<file path="src/verilog/uvoc_consts.svh">
/*
  Command codes, field positions, reset values and fixed codes for the
  undervoltage and overcurrent limit command logic.
  Assumes it is included by bare name from the core and the monitor.
*/
`ifndef UVOC_CONSTS_SVH
`define UVOC_CONSTS_SVH

// Command codes
`define UVOC_CMD_UV_LIMIT 8'h44
`define UVOC_CMD_UV_RESP 8'h45
`define UVOC_CMD_OC_LIMIT 8'h46

// Linear word layout
`define UVOC_EXP_HI 15
`define UVOC_EXP_LO 11
`define UVOC_MANT_HI 10
`define UVOC_UV_EXP 5'h17
`define UVOC_OC_EXP 5'h1f
`define UVOC_OC_MANT_HI 6
`define UVOC_OC_PAD 4'h0

// Undervoltage limit values
`define UVOC_UV_MANT_RST 11'h130
`define UVOC_UV_MANT_ZERO 11'h000
`define UVOC_UV_MIN_PRODUCT 19'h0_00b0
`define UVOC_UV_NVM_LSB 4
`define UVOC_UV_NVM_PAD 4'h0

// Response byte layout
`define UVOC_RESP_SHUT_BIT 7
`define UVOC_RETRY_HI 5
`define UVOC_RETRY_LO 3
`define UVOC_RESP_RST 8'hbf
`define UVOC_RETRY_NONE 3'h0
`define UVOC_RETRY_ALWAYS 3'h7
`define UVOC_DELAY_CODE 3'h7
`define UVOC_BYTE_PAD 8'h00

`endif

</file>
<file path="src/verilog/uvoc_pkg.sv">
/*
  Types shared by the undervoltage and overcurrent limit command logic.
  Includes no other file; the constants header is used by the core and the monitor.
*/
`default_nettype none

package uvoc_pkg;

    typedef struct packed {
        logic [7:0] cmd;
        logic [15:0] data;
    } uvoc_wr_t;

    typedef struct packed {
        logic command_error;
        logic invalid_data;
        logic other_fault;
        logic vout_word_flag;
        logic undervoltage_fault_flag;
        logic turn_on_timeout_fault;
    } uvoc_status_t;

    typedef enum logic [4:0] {
        ST_OFF = 5'h01,
        ST_SOFTSTART = 5'h02,
        ST_REGULATE = 5'h04,
        ST_HICCUP = 5'h08,
        ST_LATCHED = 5'h10
    } uvoc_state_t;

endpackage

`default_nettype wire

</file>
<file path="src/verilog/uvoc_core.sv">
/*
  Command logic for the output undervoltage fault limit, the undervoltage
  fault response and the overcurrent fault limit, with the undervoltage
  fault sequencer and a shadow copy of the saved defaults.
  Assumes the command decoder runs on clk_sys_i and hands over one write
  or read per strobe; comparator inputs are asynchronous and synchronised
  here; neighbouring warning limits and scale arrive on the same clock.
*/
`timescale 1ns/1ns
`default_nettype none

`include "uvoc_consts.svh"

// Behaviour
// - Bad undervoltage limit write kept out, flagged, alerted
// - Limit above 176/scale and below warning limit
// - Undervoltage check masked in start-up and off
// - Zero limit accepted and disables undervoltage fault
// - Saved undervoltage limit loses its four low bits
// - Undervoltage exponent fixed at minus nine
// - Undervoltage mantissa defaults to 304
// - Start-up timeout raises its own fault instead
// - Undervoltage fault sets status bits and alert
// - Response low bits read constant seven
// - Bit 7 selects ignore or shut down
// - Retry none latches output off until cleared
// - Retry always restarts through soft start forever
// - Other retry codes rejected with error flags
// - Only retry bit 5 saved, others rebuilt
// - Overcurrent limit below warning limit is flagged
// - Overcurrent exponent fixed, low mantissa bits writable
module uvoc_core #(
    parameter int RISE_W = 16,
    parameter logic [6:0] OC_MANT_RST = 7'h30
) (
    // Clock and reset
    input wire logic clk_sys_i,
    input wire logic arst_n_i,
    // Command write
    input wire logic cmd_wr_valid_i,
    input wire uvoc_pkg::uvoc_wr_t cmd_wr_i,
    // Command read
    input wire logic cmd_rd_valid_i,
    input wire logic [7:0] cmd_rd_code_i,
    output logic rd_valid_o,
    output logic rd_hit_o,
    output logic [15:0] rd_data_o,
    // Neighbouring limits and scale
    input wire logic [7:0] vout_scale_loop_i,
    input wire logic [10:0] uv_warn_mant_i,
    input wire logic [6:0] oc_warn_mant_i,
    // Fault management and saved defaults
    input wire logic store_all_i,
    input wire logic restore_all_i,
    input wire logic clear_faults_i,
    input wire logic alert_mask_i,
    // Converter control
    input wire logic conv_enable_i,
    input wire logic [RISE_W-1:0] soft_start_rise_time_i,
    input wire logic turn_on_timeout_i,
    input wire logic vout_below_uv_pin_i,
    input wire logic vout_reached_pin_i,
    // Status and converter outputs
    output uvoc_pkg::uvoc_status_t status_o,
    output logic smbalert_o,
    output logic power_stage_on_o,
    output logic uv_check_active_o,
    output logic [10:0] uv_threshold_o,
    output logic [6:0] oc_threshold_o
);
    import uvoc_pkg::*;

    localparam int CNT_W = RISE_W + 3;
    // Named copies so reset fields can be selected; a literal cannot be indexed
    localparam logic [7:0] RESP_RST = `UVOC_RESP_RST;
    localparam logic [10:0] UV_MANT_RST = `UVOC_UV_MANT_RST;

    function automatic logic uv_limit_ok(input logic [10:0] mant, input logic [7:0] scale,
                                         input logic [10:0] warn);
        logic [18:0] prod;
        prod = 19'(mant) * 19'(scale);
        if (mant == `UVOC_UV_MANT_ZERO) begin
            return 1'b1;
        end
        return (prod > `UVOC_UV_MIN_PRODUCT) && (mant < warn);
    endfunction

    function automatic logic retry_ok(input logic [2:0] code);
        return (code == `UVOC_RETRY_NONE) || (code == `UVOC_RETRY_ALWAYS);
    endfunction

    function automatic logic [CNT_W-1:0] hiccup_len(input logic [RISE_W-1:0] rise);
        return CNT_W'(`UVOC_DELAY_CODE) * CNT_W'(rise);
    endfunction

    // Live command registers
    logic [10:0] uv_mant;
    logic ignore_or_shutdown_select;
    logic [2:0] retry_setting;
    logic [6:0] oc_mant;
    // Saved default image
    logic [10:`UVOC_UV_NVM_LSB] nvm_uv_mant_hi;
    logic nvm_shut;
    logic nvm_retry_bit;
    logic [6:0] nvm_oc_mant;
    // Comparator synchronisers
    logic below_meta;
    logic below_sync;
    logic reached_meta;
    logic reached_sync;
    // Sequencer
    uvoc_state_t state;
    uvoc_state_t next_state;
    logic [CNT_W-1:0] hiccup_cnt;
    uvoc_status_t status;
    uvoc_status_t next_status;

    logic wr_uv;
    logic wr_resp;
    logic wr_oc;
    logic uv_reject;
    logic resp_reject;
    logic oc_reject;
    logic write_reject;
    logic uv_armed;
    logic uv_event;
    logic ton_event;
    logic [2:0] wr_retry;

    assign wr_uv = cmd_wr_valid_i && (cmd_wr_i.cmd == `UVOC_CMD_UV_LIMIT);
    assign wr_resp = cmd_wr_valid_i && (cmd_wr_i.cmd == `UVOC_CMD_UV_RESP);
    assign wr_oc = cmd_wr_valid_i && (cmd_wr_i.cmd == `UVOC_CMD_OC_LIMIT);
    assign wr_retry = cmd_wr_i.data[`UVOC_RETRY_HI:`UVOC_RETRY_LO];

    // Only the mantissa is judged; exponent bits of the word are ignored
    assign uv_reject = wr_uv && !uv_limit_ok(cmd_wr_i.data[`UVOC_MANT_HI:0],
                                             vout_scale_loop_i, uv_warn_mant_i);
    assign resp_reject = wr_resp && !retry_ok(wr_retry);
    assign oc_reject = wr_oc && (cmd_wr_i.data[`UVOC_OC_MANT_HI:0] < oc_warn_mant_i);
    assign write_reject = uv_reject || resp_reject || oc_reject;

    // A zero limit switches the whole undervoltage fault path off
    assign uv_armed = (uv_mant != `UVOC_UV_MANT_ZERO);
    // Only armed once the output has been seen at its target
    assign uv_event = (state == ST_REGULATE) && uv_armed && below_sync;
    assign ton_event = (state == ST_SOFTSTART) && turn_on_timeout_i && !reached_sync;

    always_ff @(posedge clk_sys_i or negedge arst_n_i) begin
        if (!arst_n_i) begin
            below_meta <= 1'b0;
            below_sync <= 1'b0;
            reached_meta <= 1'b0;
            reached_sync <= 1'b0;
        end else begin
            below_meta <= vout_below_uv_pin_i;
            below_sync <= below_meta;
            reached_meta <= vout_reached_pin_i;
            reached_sync <= reached_meta;
        end
    end

    // Restore beats a write in the same cycle
    always_ff @(posedge clk_sys_i or negedge arst_n_i) begin
        if (!arst_n_i) begin
            uv_mant <= `UVOC_UV_MANT_RST;
        end else if (restore_all_i) begin
            uv_mant <= {nvm_uv_mant_hi, `UVOC_UV_NVM_PAD};
        end else if (wr_uv && !uv_reject) begin
            uv_mant <= cmd_wr_i.data[`UVOC_MANT_HI:0];
        end
    end

    always_ff @(posedge clk_sys_i or negedge arst_n_i) begin
        if (!arst_n_i) begin
            ignore_or_shutdown_select <= RESP_RST[`UVOC_RESP_SHUT_BIT];
            retry_setting <= RESP_RST[`UVOC_RETRY_HI:`UVOC_RETRY_LO];
        end else if (restore_all_i) begin
            ignore_or_shutdown_select <= nvm_shut;
            retry_setting <= {3{nvm_retry_bit}};
        end else if (wr_resp && !resp_reject) begin
            ignore_or_shutdown_select <= cmd_wr_i.data[`UVOC_RESP_SHUT_BIT];
            retry_setting <= wr_retry;
        end
    end

    always_ff @(posedge clk_sys_i or negedge arst_n_i) begin
        if (!arst_n_i) begin
            oc_mant <= OC_MANT_RST;
        end else if (restore_all_i) begin
            oc_mant <= nvm_oc_mant;
        end else if (wr_oc && !oc_reject) begin
            oc_mant <= cmd_wr_i.data[`UVOC_OC_MANT_HI:0];
        end
    end

    // The saved image starts out holding the power-on defaults
    always_ff @(posedge clk_sys_i or negedge arst_n_i) begin
        if (!arst_n_i) begin
            nvm_uv_mant_hi <= UV_MANT_RST[10:`UVOC_UV_NVM_LSB];
            nvm_shut <= RESP_RST[`UVOC_RESP_SHUT_BIT];
            nvm_retry_bit <= RESP_RST[`UVOC_RETRY_HI];
            nvm_oc_mant <= OC_MANT_RST;
        end else if (store_all_i) begin
            nvm_uv_mant_hi <= uv_mant[10:`UVOC_UV_NVM_LSB];
            nvm_shut <= ignore_or_shutdown_select;
            nvm_retry_bit <= retry_setting[`UVOC_RETRY_HI - `UVOC_RETRY_LO];
            nvm_oc_mant <= oc_mant;
        end
    end

    always_comb begin
        next_state = state;
        unique case (state)
            ST_OFF: begin
                if (conv_enable_i) begin
                    next_state = ST_SOFTSTART;
                end
            end
            ST_SOFTSTART: begin
                if (!conv_enable_i) begin
                    next_state = ST_OFF;
                end else if (ton_event) begin
                    next_state = ST_LATCHED;
                end else if (reached_sync) begin
                    next_state = ST_REGULATE;
                end
            end
            ST_REGULATE: begin
                if (!conv_enable_i) begin
                    next_state = ST_OFF;
                end else if (uv_event && ignore_or_shutdown_select) begin
                    if (retry_setting == `UVOC_RETRY_ALWAYS) begin
                        next_state = ST_HICCUP;
                    end else begin
                        next_state = ST_LATCHED;
                    end
                end
            end
            ST_HICCUP: begin
                if (!conv_enable_i) begin
                    next_state = ST_OFF;
                end else if (hiccup_cnt <= CNT_W'(1)) begin
                    next_state = ST_SOFTSTART;
                end
            end
            ST_LATCHED: begin
                if (!conv_enable_i || clear_faults_i) begin
                    next_state = ST_OFF;
                end
            end
            default: begin
                next_state = ST_OFF;
            end
        endcase
    end

    always_ff @(posedge clk_sys_i or negedge arst_n_i) begin
        if (!arst_n_i) begin
            state <= ST_OFF;
        end else begin
            state <= next_state;
        end
    end

    // Rise time is sampled on entry, so a change mid-delay waits for the next delay
    always_ff @(posedge clk_sys_i or negedge arst_n_i) begin
        if (!arst_n_i) begin
            hiccup_cnt <= '0;
        end else if (state != ST_HICCUP) begin
            hiccup_cnt <= hiccup_len(soft_start_rise_time_i);
        end else if (hiccup_cnt != '0) begin
            hiccup_cnt <= hiccup_cnt - CNT_W'(1);
        end
    end

    // A set arriving with the clear survives it
    always_comb begin
        next_status = clear_faults_i ? '0 : status;
        if (write_reject) begin
            next_status.command_error = 1'b1;
            next_status.invalid_data = 1'b1;
        end
        if (uv_event) begin
            next_status.other_fault = 1'b1;
            next_status.vout_word_flag = 1'b1;
            next_status.undervoltage_fault_flag = 1'b1;
        end
        if (ton_event) begin
            next_status.vout_word_flag = 1'b1;
            next_status.turn_on_timeout_fault = 1'b1;
        end
    end

    always_ff @(posedge clk_sys_i or negedge arst_n_i) begin
        if (!arst_n_i) begin
            status <= '0;
            smbalert_o <= 1'b0;
        end else begin
            status <= next_status;
            smbalert_o <= (|next_status) && !alert_mask_i;
        end
    end

    assign status_o = status;

    always_ff @(posedge clk_sys_i or negedge arst_n_i) begin
        if (!arst_n_i) begin
            power_stage_on_o <= 1'b0;
            uv_check_active_o <= 1'b0;
        end else begin
            power_stage_on_o <= (next_state == ST_SOFTSTART) || (next_state == ST_REGULATE);
            uv_check_active_o <= (next_state == ST_REGULATE) && uv_armed;
        end
    end

    // Threshold copies follow the live registers by one cycle
    always_ff @(posedge clk_sys_i or negedge arst_n_i) begin
        if (!arst_n_i) begin
            uv_threshold_o <= `UVOC_UV_MANT_RST;
            oc_threshold_o <= OC_MANT_RST;
        end else begin
            uv_threshold_o <= uv_mant;
            oc_threshold_o <= oc_mant;
        end
    end

    always_ff @(posedge clk_sys_i or negedge arst_n_i) begin
        if (!arst_n_i) begin
            rd_valid_o <= 1'b0;
            rd_hit_o <= 1'b0;
            rd_data_o <= '0;
        end else begin
            rd_valid_o <= cmd_rd_valid_i;
            if (cmd_rd_valid_i) begin
                rd_hit_o <= 1'b1;
                unique case (cmd_rd_code_i)
                    `UVOC_CMD_UV_LIMIT: begin
                        rd_data_o <= {`UVOC_UV_EXP, uv_mant};
                    end
                    `UVOC_CMD_UV_RESP: begin
                        rd_data_o <= {`UVOC_BYTE_PAD, ignore_or_shutdown_select, 1'b0,
                                      retry_setting, `UVOC_DELAY_CODE};
                    end
                    `UVOC_CMD_OC_LIMIT: begin
                        rd_data_o <= {`UVOC_OC_EXP, `UVOC_OC_PAD, oc_mant};
                    end
                    default: begin
                        rd_hit_o <= 1'b0;
                        rd_data_o <= '0;
                    end
                endcase
            end
        end
    end

endmodule

`default_nettype wire

</file>
<file path="config.mk">
export PLATFORM = sky130hd
export DESIGN_NAME = uvoc_core
export DESIGN_NICKNAME = d
export VERILOG_FILES = /design/src/verilog/uvoc_pkg.sv /design/src/verilog/uvoc_core.sv
export VERILOG_INCLUDE_DIRS = /design/src /design/src/verilog
export SDC_FILE = /design/constraint.sdc
export NUM_CORES = 1
export LEC_CHECK = 0
export BUFFER_PORTS_ARGS = -buffer_cell sky130_fd_sc_hd__buf_2
export CAP_MARGIN = 40
export CELL_PAD_IN_SITES_DETAIL_PLACEMENT = 0
export CELL_PAD_IN_SITES_GLOBAL_PLACEMENT = 2
export CORE_MARGIN = 10
export CORE_UTILIZATION = 37
export CTS_CLUSTER_DIAMETER = 60
export CTS_CLUSTER_SIZE = 40
export DETAILED_ROUTE_END_ITERATION = 16
export PLACE_DENSITY = 0.88
export SLEW_MARGIN = 20
export SYNTH_ARGS = -nofsm -noshare
export SYNTH_HDL_FRONTEND = slang
export SYNTH_SLANG_ARGS = --single-unit
</file>
<file path="constraint.sdc">
create_clock -name clk_sys_i -period 3 [get_ports clk_sys_i]
set_clock_uncertainty 0.2 [all_clocks]
set_input_delay 0.45 -clock clk_sys_i [delete_from_list [all_inputs] [get_ports clk_sys_i]]
set_output_delay 0.45 -clock clk_sys_i [all_outputs]
set_load 0.01 [all_outputs]
</file>
==> flow_metrics.py <==
metrics = {
    "run_status": {
        "status": "finished, violations left",
        "violations": "setup timing",
    },
    "clock_tree": {
        "clk_pin_slew_ps": 80,
        "cts_num_sinks": 108,
        "cts_tree": "built",
        "cts-root-buf": "clkbuf_16",
        "htreeDepth": 3,
        "clkLatencyLatePin_ps": 350,
        "cts_buffers": 9,
        "cts_buffer_depth": 2,
    },
    "worst_setup_path": {
        "path_cells": "buf_4 -> and2_4 -> fa_1 -> fa_2 -> fa_1 -> inv_1 -> fa_1 -> inv_2 -> ha_4 -> buf_4 -> nand3_2 -> o211ai_1 -> buf_4 -> o41ai_2 -> buf_4 -> a31oi_2 -> xnor2_1 -> nor4_4 -> o22ai_2 -> buf_12 -> mux2i_1 -> nor2_1",
        "worst_setup_path_end_kind": "flip-flop",
        "cp_data_arrival_time_ps": 5090,
        "cp_common_cell": "buf_4",
        "worstPathRequired_ps": 3000,
        "crit_family": "adder cells",
        "max_stage_delay_ps": 590,
        "setup.worst_path.start_class": "input port",
        "critPathKind": "input port to flip-flop",
        "crit_slowest_cell": "fa_1",
        "crit_fanout": 18,
        "timing.critical_path.buf_inv": 7,
        "rrSetupSlack_ps": 320,
    },
    "floorplanning": {
        "die_h_um": 177,
        "initial_utilization": 0.376,
        "rows": 57,
        "die-area_mm2": 0.0313,
        "fp.coreArea_mm2": 0.0242,
        "fp.dieW_um": 177,
        "io_pins": 131,
    },
    "timing": {
        "period_minus_slack_ps": 5090,
        "max_freq_mhz": 197,
        "hold_ws_ps": 87.8,
        "fin_ws_ps": -2090,
        "worstMarginPinSlew_ps": 721,
        "slew_violations": 0,
        "rsz0062_at_grt": "yes",
        "fin_setup_tns_ps": -28540,
        "setup_viol_count_final": 16,
        "hold_viol_final": 0,
        "relSlewSlack": 0.519,
        "finalCritPeriodShare": 1.70,
    },
    "final_layout": {
        "drive_above_1_share": 0.333,
        "syn2layout_area_growth_pct": 29.9,
        "final_util": 0.488,
        "nets": 1426,
        "fillCellCount": 2312,
        "fin_cells": 1526,
        "final_cell_area_mm2": 0.0118,
    },
    "routing": {
        "drc": 0,
        "routedWlPerCell_um": 15.4,
        "wirelength_um": 23500,
        "dr.pass1.iters": 4,
        "ant_nets": 0,
        "routed-via-count": 7472,
        "drt_iter0_markers": 352,
        "vias_per_cell": 4.90,
    },
    "power_and_ir_drop": {
        "ir_drop_v": 0.000353,
        "power_per_cell_area_mw_per_mm2": 605,
        "power.total_mw": 7.16,
        "leakage_nw": 5.82,
    },
    "logic_synthesis": {
        "synthDistinctLibCells": 65,
        "syn_nets": 1203,
        "yosysWarnings": 0,
        "ys.flop_type": "dfrtp_1",
        "ys_ff_latch": 108,
        "async_reset_ff_frac": 1.00,
        "synth_area_mm2": 0.00911,
        "synth-seq-area-share": 0.300,
        "netlist_instances": 972,
        "syn_avg_cell_area_um2": 9.38,
        "synth_edf_count": 0,
    },
    "placed_design": {
        "place_inst": 1486,
        "dp_hpwl_um": 18800,
        "place_congestion": 0.840,
        "place_area_mm2": 0.0110,
        "io_buffers": 125,
        "place_ws_ps": -2640,
    },
    "global_routing": {
        "grt_pass1_vias": 7730,
        "antenna_found_initial": 2,
        "overflow": 0,
        "grt_util_all_layers": 0.151,
        "grt_pass1_wl_um": 38900,
        "grt_max_degree": 52,
    },
    "min_path": {
        "hold_class": "input port to flip-flop",
    },
    "job": {
        "drv_cap": 0,
    },
}
timing repair:
action,CTS,global route
resized for setup,52,33
setup buffers,17,2
pin swaps,11,26
hold buffers,3,0
endpoints found under the hold margin,36,0
cloned,1,0
endpoints found under the setup margin,17,21
Yosys cell counts (11+ instances only):
| cell | number | area share |
|---|---|---|
| a211oi_1 | 11 | 0.0091 |
| and2_1 | 68 | 0.047 |
| mux2i_1 | 17 | 0.019 |
| xnor2_1 | 17 | 0.016 |
| xor2_1 | 16 | 0.015 |
| clkbuf_1 | 35 | 0.014 |
| nand3_1 | 24 | 0.013 |
| dfrtp_1 | 86 | 0.24 |
| nor4_1 | 11 | 0.0076 |
| fa_1 | 70 | 0.15 |
| a21oi_1 | 39 | 0.021 |
| ha_1 | 75 | 0.10 |
| nor3_1 | 19 | 0.010 |
| nand2_1 | 64 | 0.026 |
| a21o_1 | 16 | 0.013 |
| o21ai_0 | 48 | 0.026 |
| inv_1 | 138 | 0.057 |
| nor2_1 | 56 | 0.023 |
| dfstp_2 | 22 | 0.063 |
| mux2_2 | 19 | 0.023 |
area by class of cell:
cell class              instances  area [µm²]  share of cell area
diodes                          2        5.00            0.000423
multi-input cells             684        6120               0.517
well taps                     324         405              0.0342
clock inverters                 7        78.8             0.00666
clock buffers                   9         225              0.0190
flip-flops and latches        108        2730               0.231
inverters                     138         518              0.0437
repair buffers                254        1760               0.149
power by group:
part | leakage, nW | total (mW) | switching (mW) | internal, mW
sequential | 1.37 | 1.90 | 0.188 | 1.71
clock | 0.151 | 1.20 | 0.599 | 0.601
combinational | 4.30 | 4.06 | 1.99 | 2.07
cell families after synthesis:
kind of cell	synth area share
buffers and inverters	0.0762
adder cells (fa/ha/maj)	0.257
multiplexers	0.0421
AND/OR/NAND/NOR	0.166
AO/OA/AOI/OAI	0.128
XOR/XNOR	0.0317
flip-flops	0.300
placed cells by master (no fill, tap or decap), types with 19 or more instances in the layout:
master | synthesis | layout
inv_1 | 138 | 130
fa_1 | 70 | 66
dfstp_2 | 22 | 22
mux2_2 | 19 | 19
and2_1 | 68 | 49
o21ai_0 | 48 | 42
nand3_1 | 24 | 21
and2_4 | 0 | 19
nand2_1 | 64 | 61
buf_4 | 3 | 131
ha_1 | 75 | 64
buf_2 | 0 | 105
nor2_1 | 56 | 55
a21oi_1 | 39 | 31
dfrtp_1 | 86 | 86
worst paths after layout:
| path | startpoint | endpoint | depth (start not counted) |
|---|---|---|---|
| setup / recovery | cmd_wr_i[8] | uv_mant[1] | 22 |
| setup reg to reg | hiccup_cnt[2] | power_stage_on_o | 9 |
| max in group asynchronous | arst_n_i | oc_threshold_o[5] | 3 |
| hold reg to reg | reached_meta | reached_sync | 0 |
| hold / removal | alert_mask_i | smbalert_o | 2 |
| min in group asynchronous | arst_n_i | uv_threshold_o[6] | 2 |
state kept, by name, indices dropped and copies added (netlist names), 3 cells and up:
name / cells
rd_data_o: 13
nvm_oc_mant: 7
oc_threshold_o: 7
oc_mant: 7
uv_mant: 11
hiccup_cnt: 19
status_o: 6
uv_threshold_o: 11
retry_setting: 3
nvm_uv_mant_hi: 7
state: 5
per-layer routing:
metal,up-vias,wire (µm),GRT usage
met5,-,0,0
met4,0,125,0.0196
met3,10,1130,0.0322
met2,128,11000,0.244
met1,3636,11300,0.208
li1,3698,-,-
No activity file was read; power rests on OpenSTA's default activity.
